<file path="src/uarx_consts.svh">
/*
 * constants for the asynchronous receive front end: register offsets,
 * field positions, reset values and sample-state timing.
 * assumes inclusion by bare name from the receiver and bench files.
 */
`ifndef UARX_CONSTS_SVH
`define UARX_CONSTS_SVH

// register byte offsets on the avalon slave
`define UARX_OFF_CTRL     4'h0
`define UARX_OFF_STATUS   4'h4
`define UARX_OFF_DATA     4'h8
`define UARX_OFF_DIV      4'hc

// control field positions
`define UARX_CTRL_RXEN    0
`define UARX_CTRL_DBL     1
`define UARX_CTRL_SDET    2
`define UARX_CTRL_SIRQ    3
`define UARX_CTRL_PAR     4
`define UARX_CTRL_NB_LO   5
`define UARX_CTRL_NB_HI   8

// status field positions
`define UARX_ST_RXC       0
`define UARX_ST_FERR      1
`define UARX_ST_START     2
`define UARX_ST_WAKE      3
`define UARX_ST_BUSY      4

// reset values
`define UARX_CTRL_RST     9'h101
`define UARX_DIV_RST      16'h0000

// sample states per bit and voting samples
`define UARX_SPB_NORM     5'h10
`define UARX_SPB_DBL      5'h08
`define UARX_VOTE_NORM    5'h08
`define UARX_VOTE_DBL     5'h04
`define UARX_DATA_MAX     4'h9

`endif

</file>
<file path="src/uarx_pkg.sv">
/*
 * types shared by the receive front end.
 * assumes the constants header sits beside it.
 */
package uarx_pkg;
	typedef enum logic [3:0] {
		UARX_IDLE  = 4'b0001,
		UARX_START = 4'b0010,
		UARX_BITS  = 4'b0100,
		UARX_STOP  = 4'b1000
	} uarx_state_e;
endpackage : uarx_pkg

</file>
<file path="src/uarx_tick_if.sv">
/*
 * interface carrying the sample tick from the divider to the receiver.
 * assumes one clock domain.
 */
`timescale 1ns/1ns
interface uarx_tick_if;
	logic        tick;
	logic [15:0] divisor;
	logic        run;
	modport gen (input divisor, input run, output tick);
	modport use_ (output divisor, output run, input tick);
endinterface : uarx_tick_if

</file>
<file path="src/uarx_tick_gen.sv">
/*
 * sample tick divider: one-cycle enable every divisor+1 clocks.
 * assumes divisor is held stable while run is high.
 */
`timescale 1ns/1ns
module uarx_tick_gen (
	input  wire logic CLK,
	input  wire logic RST,
	uarx_tick_if.gen  tif
);
	logic [15:0] cnt_reg;
	logic        tick_reg;

	// counter restarts whenever run is low
	always_ff @(posedge CLK or posedge RST) begin
		if (RST) begin
			cnt_reg  <= 16'h0000;
			tick_reg <= 1'b0;
		end else if (!tif.run) begin
			cnt_reg  <= 16'h0000;
			tick_reg <= 1'b0;
		end else if (cnt_reg >= tif.divisor) begin
			cnt_reg  <= 16'h0000;
			tick_reg <= 1'b1;
		end else begin
			cnt_reg  <= cnt_reg + 16'h0001;
			tick_reg <= 1'b0;
		end
	end
	assign tif.tick = tick_reg;
endmodule : uarx_tick_gen

</file>
<file path="src/uarx_rx.sv">
/*
 * asynchronous receive front end: start qualification, three-sample
 * majority bit recovery, framing check, start frame detector and
 * a one-deep result register on an avalon-mm slave with waitrequest.
 * assumes RXD is already synchronous to CLK and idles high.
 */
`timescale 1ns/1ns
`include "uarx_consts.svh"

module uarx_rx (
	input  wire logic        CLK,
	input  wire logic        RST,
	input  wire logic        RXD,
	input  wire logic [3:0]  AVS_ADDRESS,
	input  wire logic        AVS_READ,
	input  wire logic        AVS_WRITE,
	input  wire logic [31:0] AVS_WRITEDATA,
	output logic [31:0]      AVS_READDATA,
	output logic             AVS_WAITREQUEST,
	output logic             START_IRQ,
	output logic             OSC_WAKE,
	output logic             RX_DONE
);
	uarx_tick_if tif ();

	logic [8:0]  ctrl_reg;
	logic [15:0] div_reg;
	uarx_pkg::uarx_state_e st_reg;
	logic [4:0]  samp_reg;
	logic [1:0]  votes_reg;
	logic [3:0]  bit_reg;
	logic [9:0]  shift_reg;
	logic        prev_reg;
	logic        armed_reg;
	logic [9:0]  data_reg;
	logic        ferr_reg;
	logic        rxc_reg;
	logic        sirq_reg;
	logic        wake_reg;
	logic        done_reg;
	logic        ack_reg;
	logic        wait_reg;
	logic [31:0] rdata_reg;

	logic        dbl;
	logic [4:0]  spb;
	logic [4:0]  vfirst;
	logic [3:0]  nbits;
	logic        tick;
	logic        fall;
	logic        in_vote;
	logic        last_vote;
	logic        maj;
	logic        rd_data;

	// majority of two stored votes plus the current sample
	function automatic logic vote3(input logic [1:0] v, input logic s);
		vote3 = (v[0] & v[1]) | (s & (v[0] | v[1]));
	endfunction : vote3

	assign dbl    = ctrl_reg[`UARX_CTRL_DBL];
	assign spb    = dbl ? `UARX_SPB_DBL : `UARX_SPB_NORM;
	assign vfirst = dbl ? `UARX_VOTE_DBL : `UARX_VOTE_NORM;
	assign nbits  = (ctrl_reg[`UARX_CTRL_NB_HI:`UARX_CTRL_NB_LO] > `UARX_DATA_MAX) ?
		`UARX_DATA_MAX : ctrl_reg[`UARX_CTRL_NB_HI:`UARX_CTRL_NB_LO];
	assign tick   = tif.tick;
	// edge needs a high sample first, so a stuck low line never restarts
	assign fall      = armed_reg & prev_reg & ~RXD;
	assign in_vote   = (samp_reg >= vfirst) && (samp_reg <= vfirst + 5'h02);
	assign last_vote = samp_reg == vfirst + 5'h02;
	assign maj       = vote3(votes_reg, RXD);
	assign rd_data   = AVS_READ && !ack_reg && AVS_ADDRESS == `UARX_OFF_DATA;

	// the divider only runs while the receiver is enabled; the detector needs it too
	assign tif.divisor = div_reg;
	assign tif.run     = ctrl_reg[`UARX_CTRL_RXEN];

	uarx_tick_gen u_tick (
		.CLK (CLK),
		.RST (RST),
		.tif (tif)
	);

	// edge tracking on sample ticks; armed by the first high sample after reset, never cleared
	always_ff @(posedge CLK or posedge RST) begin
		if (RST) begin
			prev_reg  <= 1'b1;
			armed_reg <= 1'b0;
		end else if (tick) begin
			prev_reg  <= RXD;
			armed_reg <= armed_reg | RXD;
		end
	end

	// receive sequencer
	always_ff @(posedge CLK or posedge RST) begin
		if (RST) begin
			st_reg    <= uarx_pkg::UARX_IDLE;
			samp_reg  <= 5'h00;
			votes_reg <= 2'h0;
			bit_reg   <= 4'h0;
			shift_reg <= 10'h000;
		end else if (!ctrl_reg[`UARX_CTRL_RXEN]) begin
			// disabling drops any frame in flight
			st_reg <= uarx_pkg::UARX_IDLE;
		end else if (tick) begin
			unique case (st_reg)
				uarx_pkg::UARX_IDLE: begin
					// first low sample is sample one
					// accepted as soon as the stop vote is done
					if (fall) begin
						st_reg   <= uarx_pkg::UARX_START;
						samp_reg <= 5'h02;
					end
					votes_reg <= 2'h0;
				end
				uarx_pkg::UARX_START: begin
					samp_reg <= samp_reg + 5'h01;
					if (in_vote) begin
						votes_reg <= {votes_reg[0], RXD};
					end
					if (last_vote) begin
						if (maj) begin
							st_reg <= uarx_pkg::UARX_IDLE;
						end
					end
					// bit timing restarts from this start bit
					if (samp_reg == spb) begin
						st_reg   <= uarx_pkg::UARX_BITS;
						samp_reg <= 5'h01;
						bit_reg  <= 4'h0;
					end
				end
				uarx_pkg::UARX_BITS: begin
					// one state per sample within the bit
					samp_reg <= (samp_reg == spb) ? 5'h01 : samp_reg + 5'h01;
					if (in_vote) begin
						votes_reg <= {votes_reg[0], RXD};
					end
					if (last_vote) begin
						shift_reg[bit_reg] <= maj;
					end
					if (samp_reg == spb) begin
						bit_reg <= bit_reg + 4'h1;
						if (bit_reg + 4'h1 == nbits + {3'h0, ctrl_reg[`UARX_CTRL_PAR]}) begin
							st_reg <= uarx_pkg::UARX_STOP;
						end
					end
				end
				uarx_pkg::UARX_STOP: begin
					samp_reg <= samp_reg + 5'h01;
					if (in_vote) begin
						votes_reg <= {votes_reg[0], RXD};
					end
					// only the first stop bit is looked at
					if (last_vote) begin
						st_reg <= uarx_pkg::UARX_IDLE;
					end
				end
			endcase
		end
	end

	// completed frame result, error kept with its data
	always_ff @(posedge CLK or posedge RST) begin
		if (RST) begin
			data_reg <= 10'h000;
			ferr_reg <= 1'b0;
			rxc_reg  <= 1'b0;
			done_reg <= 1'b0;
		end else begin
			done_reg <= 1'b0;
			if (tick && st_reg == uarx_pkg::UARX_STOP && last_vote &&
			    ctrl_reg[`UARX_CTRL_RXEN]) begin
				data_reg <= shift_reg;
				ferr_reg <= ~maj;
				rxc_reg  <= 1'b1;
				done_reg <= 1'b1;
			end else if (rd_data) begin
				rxc_reg <= 1'b0;
			end
		end
	end

	// start frame detector: wake and start interrupt
	always_ff @(posedge CLK or posedge RST) begin
		if (RST) begin
			sirq_reg <= 1'b0;
			wake_reg <= 1'b0;
		end else begin
			// start edge wakes oscillator and port clock
			if (ctrl_reg[`UARX_CTRL_SDET] && tick && st_reg == uarx_pkg::UARX_IDLE && fall) begin
				wake_reg <= 1'b1;
			// clocks held only while the frame is received
			end else if (st_reg == uarx_pkg::UARX_IDLE && !(tick && fall)) begin
				wake_reg <= 1'b0;
			end
			// raised at once on the edge; set wins over clear
			if (ctrl_reg[`UARX_CTRL_SDET] && ctrl_reg[`UARX_CTRL_SIRQ] && tick &&
			    st_reg == uarx_pkg::UARX_IDLE && fall) begin
				sirq_reg <= 1'b1;
			end else if (AVS_WRITE && !ack_reg && AVS_ADDRESS == `UARX_OFF_STATUS &&
			             AVS_WRITEDATA[`UARX_ST_START]) begin
				sirq_reg <= 1'b0;
			end
		end
	end

	// avalon slave: every access waits one cycle, then completes
	always_ff @(posedge CLK or posedge RST) begin
		if (RST) begin
			ctrl_reg  <= `UARX_CTRL_RST;
			div_reg   <= `UARX_DIV_RST;
			ack_reg   <= 1'b0;
			wait_reg  <= 1'b1;
			rdata_reg <= 32'h00000000;
		end else begin
			ack_reg <= (AVS_READ | AVS_WRITE) & ~ack_reg;
			wait_reg <= ~((AVS_READ | AVS_WRITE) & ~ack_reg);
			if (AVS_WRITE && !ack_reg) begin
				unique case (AVS_ADDRESS)
					`UARX_OFF_CTRL: ctrl_reg <= AVS_WRITEDATA[8:0];
					`UARX_OFF_DIV:  div_reg  <= AVS_WRITEDATA[15:0];
					default: ;
				endcase
			end
			if (AVS_READ && !ack_reg) begin
				unique case (AVS_ADDRESS)
					`UARX_OFF_CTRL:   rdata_reg <= {23'h000000, ctrl_reg};
					`UARX_OFF_STATUS: rdata_reg <= {27'h0000000,
						st_reg != uarx_pkg::UARX_IDLE, wake_reg, sirq_reg, ferr_reg, rxc_reg};
					`UARX_OFF_DATA:   rdata_reg <= {21'h000000, ferr_reg, data_reg};
					`UARX_OFF_DIV:    rdata_reg <= {16'h0000, div_reg};
					default:          rdata_reg <= 32'h00000000;
				endcase
			end
		end
	end

	assign AVS_WAITREQUEST = wait_reg;
	assign AVS_READDATA    = rdata_reg;
	assign START_IRQ       = sirq_reg;
	assign OSC_WAKE        = wake_reg;
	assign RX_DONE         = done_reg;
endmodule : uarx_rx

</file>
<file path="config.mk">
export PLATFORM = sky130hd
export DESIGN_NAME = uarx_rx
export DESIGN_NICKNAME = d
export VERILOG_FILES = /design/src/uarx_pkg.sv /design/src/uarx_tick_if.sv /design/src/uarx_tick_gen.sv /design/src/uarx_rx.sv
export VERILOG_INCLUDE_DIRS = /design/src /design/src/src
export SDC_FILE = /design/constraint.sdc
export NUM_CORES = 1
export LEC_CHECK = 0
export BUFFER_PORTS_ARGS = -buffer_cell sky130_fd_sc_hd__buf_2
export CAP_MARGIN = 20
export CORE_UTILIZATION = 25
export DETAILED_ROUTE_END_ITERATION = 7
export GPL_ROUTABILITY_DRIVEN = 0
export PLACE_DENSITY = 0.41
export SETUP_SLACK_MARGIN = 0.05
export SLEW_MARGIN = 25
export SYNTH_ARGS = -nofsm -noshare
export SYNTH_HDL_FRONTEND = slang
export SYNTH_SLANG_ARGS = --single-unit
export TNS_END_PERCENT = 5
</file>
<file path="constraint.sdc">
create_clock -name CLK -period 3.81 [get_ports CLK]
set_clock_uncertainty 0.2 [all_clocks]
set_input_delay 0.1905 -clock CLK [delete_from_list [all_inputs] [get_ports CLK]]
set_output_delay 0.1905 -clock CLK [all_outputs]
set_load 0.02 [all_outputs]
</file>
======== Yosys cells after proc, flatten, opt, wreduce, memory -nomap -nowiden ========
Index checks and enable logic that the tools add are counted.
storage, ports and cells
  output and inout bits ................... 36
  bits in registers ....................... 118
  word-level logic and storage cells ...... 137
  input bits .............................. 41
operators by class
  reductions and logical operators ........ 35
  eq/ne operators ......................... 22
  multiplexer cells ....................... 36
  $lt $le $gt $ge ......................... 6
  bitwise operators ....................... 13
  add/sub/neg operators ................... 5
operators by type and width
  cell                                                                   count
  16-bit one-hot mux with 4 select lines                                 1
  4-bit two-way mux                                                      13
  16-bit two-way mux                                                     2
  1-bit logical AND                                                      19
  16-bit by 1-bit adder with 16-bit output, second input constant        1
  16-bit greater-or-equal comparator                                     1
  4-bit one-hot mux with 4 select lines                                  1
  5-bit two-way mux                                                      3
  5-bit one-hot mux with 3 select lines                                  1
  4-bit equality test, second input constant                             3
  3-bit inequality test, second input constant                           4
  10-bit bitwise mux                                                     1
  5-bit equality test                                                    2
  1-bit two-way mux                                                      10
  4-bit by 3-bit equality test with 1-bit output, second input constant  2
  4-bit inequality test, second input constant                           2
  4-bit one-hot mux with 2 select lines                                  1
  2-bit nonzero test                                                     4
  7-bit AND reduction                                                    1
  2-bit inequality test, second input constant                           3
  3-bit AND reduction                                                    2
  4-bit by 2-bit adder with 5-bit output, second input constant          1
  5-bit by 1-bit adder with 5-bit output, second input constant          1
  1-bit AND                                                              5
  other kinds (24)                                                       33

======== Logic depth before layout (Yosys ltp) ========
Gate-level depths: netlist of the first run.
  depth in word-level cells ............... 9
  depth in mapped cells ................... 10
  depth with buffers taken out ............ 10

======== Cells and area by module ========
Synthesis of the first run repeated with hierarchy kept, for this count alone.
unflattened totals
  cell total of the unflattened synthesis .. 512
  area, all modules ....................... 5401.4 um^2
by module, submodules not included
  module         area an instance (um^2)  seq. area each (um^2)  times used  cells each
  uarx_rx        4155.2                   2133.3                 1           382
  uarx_tick_gen  1246.2                   425.4                  1           130

======== Least setup slack after synthesis of the first run ========
OpenSTA, ideal clock, no wires.
  path type ............................... reg-to-reg
  start ................................... register ctrl_reg[8]
  end ..................................... register st_reg[1]
  arrival ................................. 2.088 ns
  clock period less this slack ............ 2.408 ns
  slack ................................... 1.402 ns
  stages on the path, launching flop included .. 10
  data required time ...................... 3.490 ns
  setup time .............................. 0.120 ns
  buffers on the path ..................... 0
  cell sequence ........................... dfstp_2 > o21ai_0 > nand2b_1 > ha_1 > ha_1 > xnor2_1 > xnor3_1 > nor4_2 > o221ai_2 > a31o_1
between the ends
  cells in the longest elaborated chain, start to end .. 6
RTL lines
  element                                   RTL line        text
  start: declaration                        uarx_rx.sv:26   logic [8:0] ctrl_reg;
  start signal: assignment                  uarx_rx.sv:212  ctrl_reg <= `UARX_CTRL_RST;
  start signal: assignment                  uarx_rx.sv:222  `UARX_OFF_CTRL: ctrl_reg <= AVS_WRITEDATA[8:0];
  4-bit > comparator (no line)              n/a
  4-bit two-way mux *                       uarx_rx.sv:64   assign nbits = (ctrl_reg[`UARX_CTRL_NB_HI:`UARX_CTRL_NB_LO] > `UARX_DATA_MAX) ?
  4-bit by 1-bit adder with 4-bit output *  uarx_rx.sv:145  if (bit_reg + 4'h1 == nbits + {3'h0, ctrl_reg[`UARX_CTRL_PAR]}) begin
  4-bit equality test *                     uarx_rx.sv:145
  3-bit inequality test (no line) *         n/a
  7-bit AND reduction (no line) *           n/a
  end signal: assignment                    uarx_rx.sv:129  st_reg <= uarx_pkg::UARX_BITS;
  end signal: assignment                    uarx_rx.sv:146  st_reg <= uarx_pkg::UARX_STOP;
  end signal: assignment                    uarx_rx.sv:157  st_reg <= uarx_pkg::UARX_IDLE;
  end: declaration                          uarx_rx.sv:28   uarx_pkg::uarx_state_e st_reg;
Every way passes the cells marked *; elsewhere a longest branch is shown, timed or not.
A chain may end at the register's enable or synchronous reset.

======== Final worst setup path of the first run ========
  start ................................... register ctrl_reg[1]
  end ..................................... register data_reg[5]
between the ends
  cells in the longest elaborated chain, start to end .. 5
RTL lines
  element                                 RTL line        text
  4-bit two-way mux (no line)             n/a
  4-bit by 2-bit adder with 5-bit output  uarx_rx.sv:70   assign last_vote = samp_reg == vfirst + 5'h02;
  5-bit equality test                     uarx_rx.sv:70
  1-bit logical AND (2 in a row)          uarx_rx.sv:173  if (tick && st_reg == uarx_pkg::UARX_STOP && last_vote &&
  end signal: assignment                  uarx_rx.sv:175  data_reg <= shift_reg;
  end: declaration                        uarx_rx.sv:35   logic [9:0] data_reg;
No other way between the ends.

==> flow_metrics.py, run 1 <==
metrics = {
    "clocking": {
        "cts_sinks": 102,
        "root_buffer": "clkbuf_16",
        "clock_latency_ps": 350,
        "cts_resized": 0,
        "cts_buffer_depth": 2,
        "tritoncts": "done",
        "cts_hold_buf": 20,
        "postCtsSetupBuffers": 0,
        "numCtsBuffers": 9,
        "htree_levels": 3,
        "clkSlewWorstSetupHoldPaths_ps": 70,
    },
    "power": {
        "power_density_mw_per_mm2": 424,
        "leakagePower_nw": 3.03,
        "p_total_mw": 2.70,
        "vdd_drop_max_mv": 0.196,
    },
    "setup_path": {
        "critPathTopFamily": "simple AND/OR/NAND/NOR gates",
        "critical_path_buf_inv_count": 1,
        "setup.worst_path.end_class": "flip-flop",
        "worstPathRequired_ps": 3840,
        "path_cells": "inv_1, ha_1, nand4b_1, nor2_1, and4_1, mux2_2",
        "worst-path-max-fanout": 14,
        "worstReg2RegStart": "ctrl_reg[1]$_DFFE_PP0P_",
        "max_stage_delay_ps": 680,
        "reg2reg_depth": 6,
        "startpoint_type": "flip-flop",
        "arrival_ps": 2710,
        "reg2reg_slack_ps": 1130,
        "crit_slowest_cell": "and4_1",
        "path_class": "flip-flop to flip-flop",
        "r2r_end": "data_reg[5]$_DFFE_PP0P_",
    },
    "layout": {
        "multi_input_area_mm2": 0.00260,
        "antennaDiodeCount": 0,
        "utilization_pct": 30.2,
        "fillers": 2188,
        "seqCellArea_mm2": 0.00256,
        "syn_to_final_growth_pct": 17.3,
        "final_cells": 828,
        "drive_gt1_share_pct": 22.8,
        "nNetsFinal": 617,
    },
    "route": {
        "finalWirelength_um": 12700,
        "drt-initial-drc-count": 77,
        "via_count": 3720,
        "first_pass_iters": 4,
        "routedWlPerCell_um": 15.3,
        "routed_via_density": 4.49,
        "post-route-drc-count": 0,
        "detail-route-antenna-nets": 0,
    },
    "hold_path": {
        "hp-start": "AVS_ADDRESS[1]",
        "holdCritPathClass": "input port to flip-flop",
        "holdPathEnd": "START_IRQ$_DFFE_PP0P_",
        "holdPathStages": 5,
    },
    "sta": {
        "rsz0062_at_grt": "no",
        "final.period_utilization_pct": 70.3,
        "timing.setup.tns_ps": 0,
        "setup_viol": 0,
        "hold-worst-slack_ps": 107,
        "clock.fmax_ghz": 0.373,
        "relSlewSlack_pct": 51.5,
        "finalMaxSlewViolations": 0,
        "finalHoldViolations": 0,
        "tightest_slew_ps": 725,
        "period_minus_slack_ps": 2680,
    },
    "logic_synthesis": {
        "yosysWarningCount": 0,
        "synth_fa_ha_area_share_pct": 6.44,
        "ys_async_sr_fraction_pct": 100,
        "synth_top_family_by_area": "simple AND/OR/NAND/NOR gates",
        "post_synth_xor_area_fraction_pct": 4.07,
        "avgSynthCellArea_um2": 11.1,
        "ys.flop_type": "dfrtp_1",
        "synth_area_leaders": "dfrtp_1 (45%), mux2_2 (7.2%), ha_1 (6.4%)",
        "synth-simple-area-share_pct": 13.3,
        "synth_area_mm2": 0.00544,
        "synth_compound_area_share_pct": 10.1,
        "synthCells": 491,
        "synth-seq-cells": 102,
        "post-synth-top-area-fraction_pct": 44.6,
        "synth_mux_area_share_pct": 12.7,
        "seq_area_frac_synth_pct": 47.0,
        "synth_top_area_cell": "dfrtp_1",
        "synth_edf_count": 0,
        "synth_cell_types": 63,
    },
    "global_route": {
        "grt_overflow": 0,
        "grt_pass1_wl_um": 21000,
        "grt_max_degree": 54,
        "antenna_found_initial": 0,
        "grt_pass1_vias": 3878,
        "track_usage_pct": 12.3,
    },
    "run_status": {
        "status": "finished clean",
    },
    "floorplan": {
        "coreArea_mm2": 0.0212,
        "dieArea_mm2": 0.0224,
        "rows": 53,
        "start_util_pct": 25.7,
        "die_w_um": 150,
        "die_h_um": 150,
        "ios": 77,
    },
    "job": {
        "maxCapViolations": 0,
    },
    "placement": {
        "place_hpwl_um": 9570,
        "dp.cells": 792,
        "io_buffers": 44,
    },
}
==> tightest hold or removal path, delay by kind of cell <==
kind | cells | cell delay [ps]
and+or+nand+nor | 3 | 240
AOI/OAI and AO/OA | 1 | 110
buffers and inverters | 1 | 90
==> layer usage <==
layer	GRT usage [%]	vias up	share of wire, %	wire length (µm)
met3	3.51	7	4.2	533
met1	16.3	1850	48	6120
met4	2.40	0	0.73	93
met5	0	-	0	0
li1	-	1804	-	-
met2	20.0	59	47	5910
==> kinds of logic (layout without fill, tap and decap cells) <==
family / after synthesis / count (layout)
AOI/OAI and AO/OA: 79 / 79
DFF: 102 / 102
muxes: 57 / 57
and+or+nand+nor: 134 / 134
other: 1 / 16
buffers and inverters: 68 / 115
xor gates and xnor gates: 22 / 22
adders and majority gates: 28 / 28
==> report_power, final <==
group          switching, mW  internal [mW]  total [mW]
Combinational          0.235          0.204       0.439
Clock                  0.433          0.539       0.973
Sequential             0.110           1.18        1.29
==> how the worst max path moves through the flow <==
stage                                        from                     endpoint  slack (ps)  cells after the start
after global placement    ctrl_reg[1]$_DFFE_PP0P_      data_reg[8]$_DFFE_PP0P_        1170                      6
after CTS                 ctrl_reg[1]$_DFFE_PP0P_      data_reg[8]$_DFFE_PP0P_        1110                      6
after floorplan                               RST  AVS_READDATA[0]$_DFFE_PP0P_         750                      1
after detailed placement  ctrl_reg[1]$_DFFE_PP0P_      data_reg[8]$_DFFE_PP0P_        1110                      6
after global routing      ctrl_reg[1]$_DFFE_PP0P_      data_reg[5]$_DFFE_PP0P_         910                      6
final                     ctrl_reg[1]$_DFFE_PP0P_      data_reg[5]$_DFFE_PP0P_        1130                      6
==> Yosys cell counts, types with 2 or more instances <==
library cell and n:
a22o_1 14, mux2_1 8, nand2_1 40, a21o_1 8, o31ai_1 3, mux2_2 35
nor2b_1 2, dfrtp_1 97, mux4_2 4, inv_1 31, o211ai_2 2, nand4_1 7
nor4b_2 3, a31o_1 2, xor2_1 13, and2_1 4, nand3_1 14, dfstp_2 5
nand2b_1 6, nor3_1 3, ha_1 28, buf_2 7, o311a_1 2, o21a_1 2
a31oi_1 3, a21oi_1 10, mux2i_1 7, and3_1 4, and4_1 3, buf_4 19
clkbuf_1 9, a211oi_1 2, xnor2_1 7, nor2_1 34, mux2_4 3, o21ai_1 2
o21ai_0 22
==> cell usage in the layout (no fill, tap or decap), types with 7 or more instances in the layout <==
cell and instances:
a21o_1 8, nand4_1 7, conb_1 16, nand3_1 14, mux2i_1 7, clkbuf_16 9
inv_1 30, a21oi_1 10, ha_1 28, dfrtp_1 97, xor2_1 13, buf_2 44
nor2_1 34, a22o_1 14, xnor2_1 7, o21ai_0 22, dlygate4sd3_1 20, mux2_2 35
mux2_1 8, nand2_1 40
==> final cells by class <==
type | instances | share of cell area [%]
clock inverters | 6 | 1.20
inverters | 31 | 1.86
well taps | 275 | 5.39
clock buffers | 10 | 3.74
repair buffers | 68 | 7.05
flip-flops and latches | 102 | 40.1
multi-input cells | 336 | 40.7
==> through the flow <==
step	worst slack, ps	cell area (µm²)
floorplan	752	5500
global placement	1170	5870
detailed placement	1110	5870
CTS	1110	6390
global route	906	6390
finish	1130	6390
Note: power is estimated with default switching activity, not from simulation.
==> run 2, diff against run 1 <==
--- a/config.mk
+++ b/config.mk
@@ -11,7 +11,7 @@
 export CORE_UTILIZATION = 25
 export DETAILED_ROUTE_END_ITERATION = 7
 export GPL_ROUTABILITY_DRIVEN = 0
-export PLACE_DENSITY = 0.41
+export PLACE_DENSITY = 0.43
 export SETUP_SLACK_MARGIN = 0.05
 export SLEW_MARGIN = 25
 export SYNTH_ARGS = -nofsm -noshare
==> constraint.sdc (replaced) <==
create_clock -name CLK -period 2.25 [get_ports CLK]
set_clock_uncertainty 0.2 [all_clocks]
set_input_delay 0.1125 -clock CLK [delete_from_list [all_inputs] [get_ports CLK]]
set_output_delay 0.1125 -clock CLK [all_outputs]
set_load 0.02 [all_outputs]
==> flow_metrics.py, run 2 (synthesis gave the netlist of run 1 again) <==
metrics = {
    "sta": {
        "hold-worst-slack_ps": 17.4,
        "relSlewSlack_pct": 62.6,
        "tightest_slew_ps": 553,
        "setup_viol": 4,
        "finalMaxSlewViolations": 0,
        "period_minus_slack_ps": 2350,
        "setup_ws_ps": -101,
        "finalHoldViolations": 0,
        "final.period_utilization_pct": 104,
        "clock.fmax_ghz": 0.425,
        "rsz0062_at_grt": "yes",
    },
    "setup_path": {
        "worst-path-max-fanout": 8,
        "path_cells": "o21ai_2, nand2b_1, ha_2, ha_4, xnor2_2, nand2_1, nor4_4, o221ai_4, a31o_1",
        "path_class": "flip-flop to flip-flop",
        "worstPathRequired_ps": 2290,
        "setup.worst_path.end_class": "flip-flop",
        "worstReg2RegStart": "ctrl_reg[8]$_DFFE_PP1P_",
        "arrival_ps": 2390,
        "worstSetupStartpoint": "ctrl_reg[8]$_DFFE_PP1P_",
        "crit_slowest_cell": "dfstp_2",
        "startpoint_type": "flip-flop",
        "max_stage_delay_ps": 540,
    },
    "clocking": {
        "cts_buffer_depth": 2,
        "cts_sinks": 102,
        "root_buffer": "clkbuf_16",
        "tritoncts": "done",
        "htree_levels": 3,
        "numCtsBuffers": 9,
        "clock_latency_ps": 350,
        "clkSlewWorstSetupHoldPaths_ps": 70,
    },
    "floorplan": {
        "coreArea_mm2": 0.0212,
        "start_util_pct": 25.7,
        "dieArea_mm2": 0.0224,
        "ios": 77,
        "die_w_um": 150,
        "die_h_um": 150,
        "rows": 53,
    },
    "route": {
        "routedWlPerCell_um": 15.3,
        "routed_via_density": 4.52,
        "detail-route-antenna-nets": 0,
        "first_pass_iters": 4,
        "finalWirelength_um": 13200,
        "via_count": 3903,
        "drt-initial-drc-count": 100,
        "post-route-drc-count": 0,
    },
    "global_route": {
        "grt_pass1_wl_um": 21200,
        "antenna_found_initial": 0,
        "grt_pass1_vias": 4002,
        "grt_overflow": 0,
        "track_usage_pct": 12.4,
        "grt_max_degree": 47,
    },
    "power": {
        "switching_share_pct": 28.8,
        "pwr-share-comb_pct": 21.2,
        "p_total_mw": 4.72,
        "p_sw_mw": 1.36,
        "leakagePower_nw": 3.21,
        "vdd_drop_max_mv": 0.298,
        "power_density_mw_per_mm2": 689,
        "clkPwrFrac_pct": 33.4,
        "p_seq_share_pct": 45.4,
        "power.internal_mw": 3.36,
    },
    "run_status": {
        "violations": "negative setup slack",
        "status": "finished, violations left",
    },
    "layout": {
        "antennaDiodeCount": 0,
        "drive_gt1_share_pct": 31.6,
        "layout_commonest_cell": "dfrtp_1",
        "fillers": 2147,
        "syn_to_final_growth_pct": 25.8,
        "utilization_pct": 32.4,
        "nNetsFinal": 653,
        "layout_common_cells": "dfrtp_1 (96), buf_2 (44), nand2_1 (40)",
        "final_cells": 864,
    },
    "hold_path": {
        "hp-start": "AVS_ADDRESS[0]",
        "holdCritPathClass": "input port to flip-flop",
    },
    "job": {
        "maxCapViolations": 0,
    },
    "placement": {
        "place_ws_ps": -303,
        "dp.cells": 828,
        "place_hpwl_um": 10100,
        "io_buffers": 44,
    },
}
-- run 2: cell count changes in the layout (fill, tap and decap cells not counted), sizes merged --
| cell | delta |
|---|---|
| inv | -2 |
| clkinvlp | +1 |
| buf | +36 |
| clkinv | +1 |
-- run 2: final cells by class --
class	count	area, µm²	area share (%)
clock buffer	10	229	3.34
clock inverter	6	67.6	0.986
inverter	31	120	1.75
multi-input combinational	336	2770	40.4
sequential	102	2560	37.4
tap	275	344	5.02
timing repair buffer	104	762	11.1
-- run 2: critical path, delay by kind of cell (launching register included) --
kind / cells / cell delay, ps
DFF: 1 / 540
adders and majority gates: 2 / 410
AOI/OAI and AO/OA: 3 / 500
xor gates and xnor gates: 1 / 110
and+or+nand+nor: 3 / 480
-- run 2: timing repair --
item                                    4_1_cts  5_1_grt
gates resized for setup                      12       23
endpoints found under the setup margin       46       50
hold buffers                                 20        0
hold endpoints to repair                    100        0
buffers inserted                              0        0
gates cloned                                  0        0
pin swaps                                    15       20
-- run 2: per-stage QoR --
stage               cell area (µm²)  TNS, ps
floorplan                      5500     -474
global placement               6180    -1460
detailed placement             6180    -3620
CTS                            6730     -589
global route                   6850    -2040
finish                         6850     -221
-- run 2: final timing paths --
kind / slack (ps) / to / cells past startpoint
setup / recovery: -100 / st_reg[3]$_DFFE_PP0P_ / 9
hold / removal: 20 / START_IRQ$_DFFE_PP0P_ / 5
setup reg to reg: -100 / st_reg[3]$_DFFE_PP0P_ / 9
hold reg to reg: 250 / armed_reg$_DFFE_PP0P_ / 1
max in group asynchronous: 1070 / ctrl_reg[0]$_DFFE_PP1P_ / 4
min in group asynchronous: 140 / data_reg[0]$_DFFE_PP0P_ / 3
-- run 2: power groups by stage --
stage | combinational, mW | clock (mW) | sequential (mW)
after CTS | 0.981 | 1.64 | 2.14
after global placement | 0.891 | 0 | 2.17
final | 0.999 | 1.58 | 2.14
after detailed placement | 0.916 | 0 | 2.17
after floorplan | 0.563 | 0 | 2.15
after global routing | 1.11 | 1.73 | 2.17
-- run 2: layer usage --
layer | track usage (%) | wire length, µm | part of all wire (%) | up-vias
li1 | - | - | - | 1879
met1 | 16.2 | 6230 | 47 | 1941
met4 | 3.37 | 175 | 1.3 | 0
met5 | 0 | 0 | 0 | -
met2 | 20.3 | 6330 | 48 | 68
met3 | 3.05 | 490 | 3.7 | 15
==> run 3, diff against run 2 <==
--- a/config.mk
+++ b/config.mk
@@ -11,7 +11,6 @@
 export CORE_UTILIZATION = 25
 export DETAILED_ROUTE_END_ITERATION = 7
 export GPL_ROUTABILITY_DRIVEN = 0
-export PLACE_DENSITY = 0.43
 export SETUP_SLACK_MARGIN = 0.05
 export SLEW_MARGIN = 25
 export SYNTH_ARGS = -nofsm -noshare
==> flow_metrics.py, run 3 (synthesis gave the netlist of run 1 again) <==
metrics = {
    "placement": {
        "place_hpwl_um": 9130,
        "io_buffers": 44,
        "place_ws_ps": -318,
        "place_area_mm2": 0.00620,
    },
    "clocking": {
        "numCtsBuffers": 9,
        "htree_levels": 3,
        "clkSlewWorstSetupHoldPaths_ps": 70,
        "root_buffer": "clkbuf_16",
        "cts_buffer_depth": 2,
        "cts_sinks": 102,
        "clock_latency_ps": 360,
        "tritoncts": "done",
        "postCtsSetupBuffers": 0,
    },
    "route": {
        "via_count": 3768,
        "detail-route-antenna-nets": 0,
        "finalWirelength_um": 12100,
        "first_pass_iters": 4,
        "drt-initial-drc-count": 150,
        "routedWlPerCell_um": 14.0,
        "routed_via_density": 4.36,
        "post-route-drc-count": 0,
    },
    "floorplan": {
        "die_h_um": 150,
        "coreArea_mm2": 0.0212,
        "start_util_pct": 25.7,
        "rows": 53,
        "die_w_um": 150,
        "ios": 77,
        "dieArea_mm2": 0.0224,
    },
    "layout": {
        "layout_common_cells": "dfrtp_1 (97), buf_2 (44), nand2_1 (40)",
        "syn_to_final_growth_pct": 25.4,
        "drive_gt1_share_pct": 30.8,
        "antennaDiodeCount": 0,
        "utilization_pct": 32.3,
        "layout_commonest_cell": "dfrtp_1",
        "nNetsFinal": 654,
        "design_area_mm2": 0.00683,
    },
    "global_route": {
        "antenna_found_initial": 0,
        "grt_max_degree": 39,
        "grt_pass1_vias": 3782,
        "grt_pass1_wl_um": 19800,
        "track_usage_pct": 11.6,
        "grt_overflow": 0,
    },
    "setup_path": {
        "reg2reg_depth": 8,
        "worst-path-max-fanout": 8,
        "arrival_ps": 2390,
        "path_class": "flip-flop to flip-flop",
        "startpoint_type": "flip-flop",
        "r2r_end": "st_reg[3]$_DFFE_PP0P_",
        "reg2reg_slack_ps": -90,
        "worstPathRequired_ps": 2300,
        "worstReg2RegStart": "ctrl_reg[6]$_DFFE_PP0P_",
        "setup.worst_path.end_class": "flip-flop",
    },
    "power": {
        "leakagePower_nw": 3.22,
        "power_density_mw_per_mm2": 685,
        "vdd_drop_max_mv": 0.356,
    },
    "sta": {
        "clock.fmax_ghz": 0.427,
        "rsz0062_at_grt": "yes",
        "tightest_slew_ps": 758,
        "finalMaxSlewViolations": 0,
        "setup_viol": 4,
        "finalHoldViolations": 0,
        "period_minus_slack_ps": 2340,
        "relSlewSlack_pct": 49.4,
        "setup_ws_ps": -91.6,
        "final.period_utilization_pct": 104,
    },
    "run_status": {
        "status": "finished, violations left",
        "violations": "negative setup slack",
    },
    "hold_path": {
        "hp-start": "AVS_ADDRESS[2]",
        "holdCritPathClass": "input port to flip-flop",
        "holdPathEnd": "START_IRQ$_DFFE_PP0P_",
        "holdPathStages": 4,
    },
    "job": {
        "maxCapViolations": 0,
    },
}
[run 3: worst max-delay path by stage]
stage                            start                    end  slack, ps  cells after the start
6_report       ctrl_reg[6]$_DFFE_PP0P_  st_reg[3]$_DFFE_PP0P_        -90                      8
5_1_grt        ctrl_reg[6]$_DFFE_PP0P_  st_reg[1]$_DFFE_PP0P_       -220                      9
4_1_cts        ctrl_reg[8]$_DFFE_PP1P_  st_reg[3]$_DFFE_PP0P_       -130                      9
3_5_place_dp   ctrl_reg[6]$_DFFE_PP0P_  st_reg[3]$_DFFE_PP0P_       -320                      9
3_3_place_gp   ctrl_reg[6]$_DFFE_PP0P_  st_reg[3]$_DFFE_PP0P_       -310                      9
2_1_floorplan  ctrl_reg[8]$_DFFE_PP1P_  st_reg[1]$_DFFE_PP0P_       -160                      9
[run 3: report_power, final]
| part | switching [mW] | internal, mW | total (mW) |
|---|---|---|---|
| Combinational | 0.490 | 0.481 | 0.971 |
| Clock | 0.703 | 0.867 | 1.57 |
| Sequential | 0.129 | 2.00 | 2.13 |
[run 3: cell type report]
class,count,area [µm²]
Inverter,31,120
Fill cell,2156,14300
Timing Repair Buffer,105,778
Sequential cell,102,2560
Clock inverter,5,62.6
Multi-Input combinational cell,336,2730
Clock buffer,11,233
Tap cell,275,344
[run 3: repair_timing]
action,CTS,global route
cloned,0,0
endpoints found under the setup margin,25,52
endpoints found under the hold margin,60,0
pin swaps,10,8
resized for setup,11,15
hold buffers,20,0
[run 3: metal layers]
| metal | share of wire (%) | global-route usage [%] |
|---|---|---|
| met2 | 43 | 17.3 |
| met4 | 1.5 | 3.78 |
| met1 | 51 | 16.0 |
| met3 | 5.0 | 3.05 |
| met5 | 0 | 0 |
[run 3: stage by stage]
step                      TNS, ps  instances  power (mW)  hold slack (ps)
final                        -212        865        4.67             34.1
after global routing        -2060        865        4.93             79.5
after detailed placement    -1970        829        3.05             88.9
after CTS                    -410        865        4.69             17.7
after floorplan              -474        506        2.71             29.3
after global placement      -1280        829        3.03             91.2
[run 3: critical path: stages, from the launching register on]
cell	delay, ps
dfrtp_1	380
o21ai_1	140
nand2b_1	100
ha_4	180
a31oi_1	210
xor3_1	290
nor4_4	290
o221ai_4	190
a31o_1	250
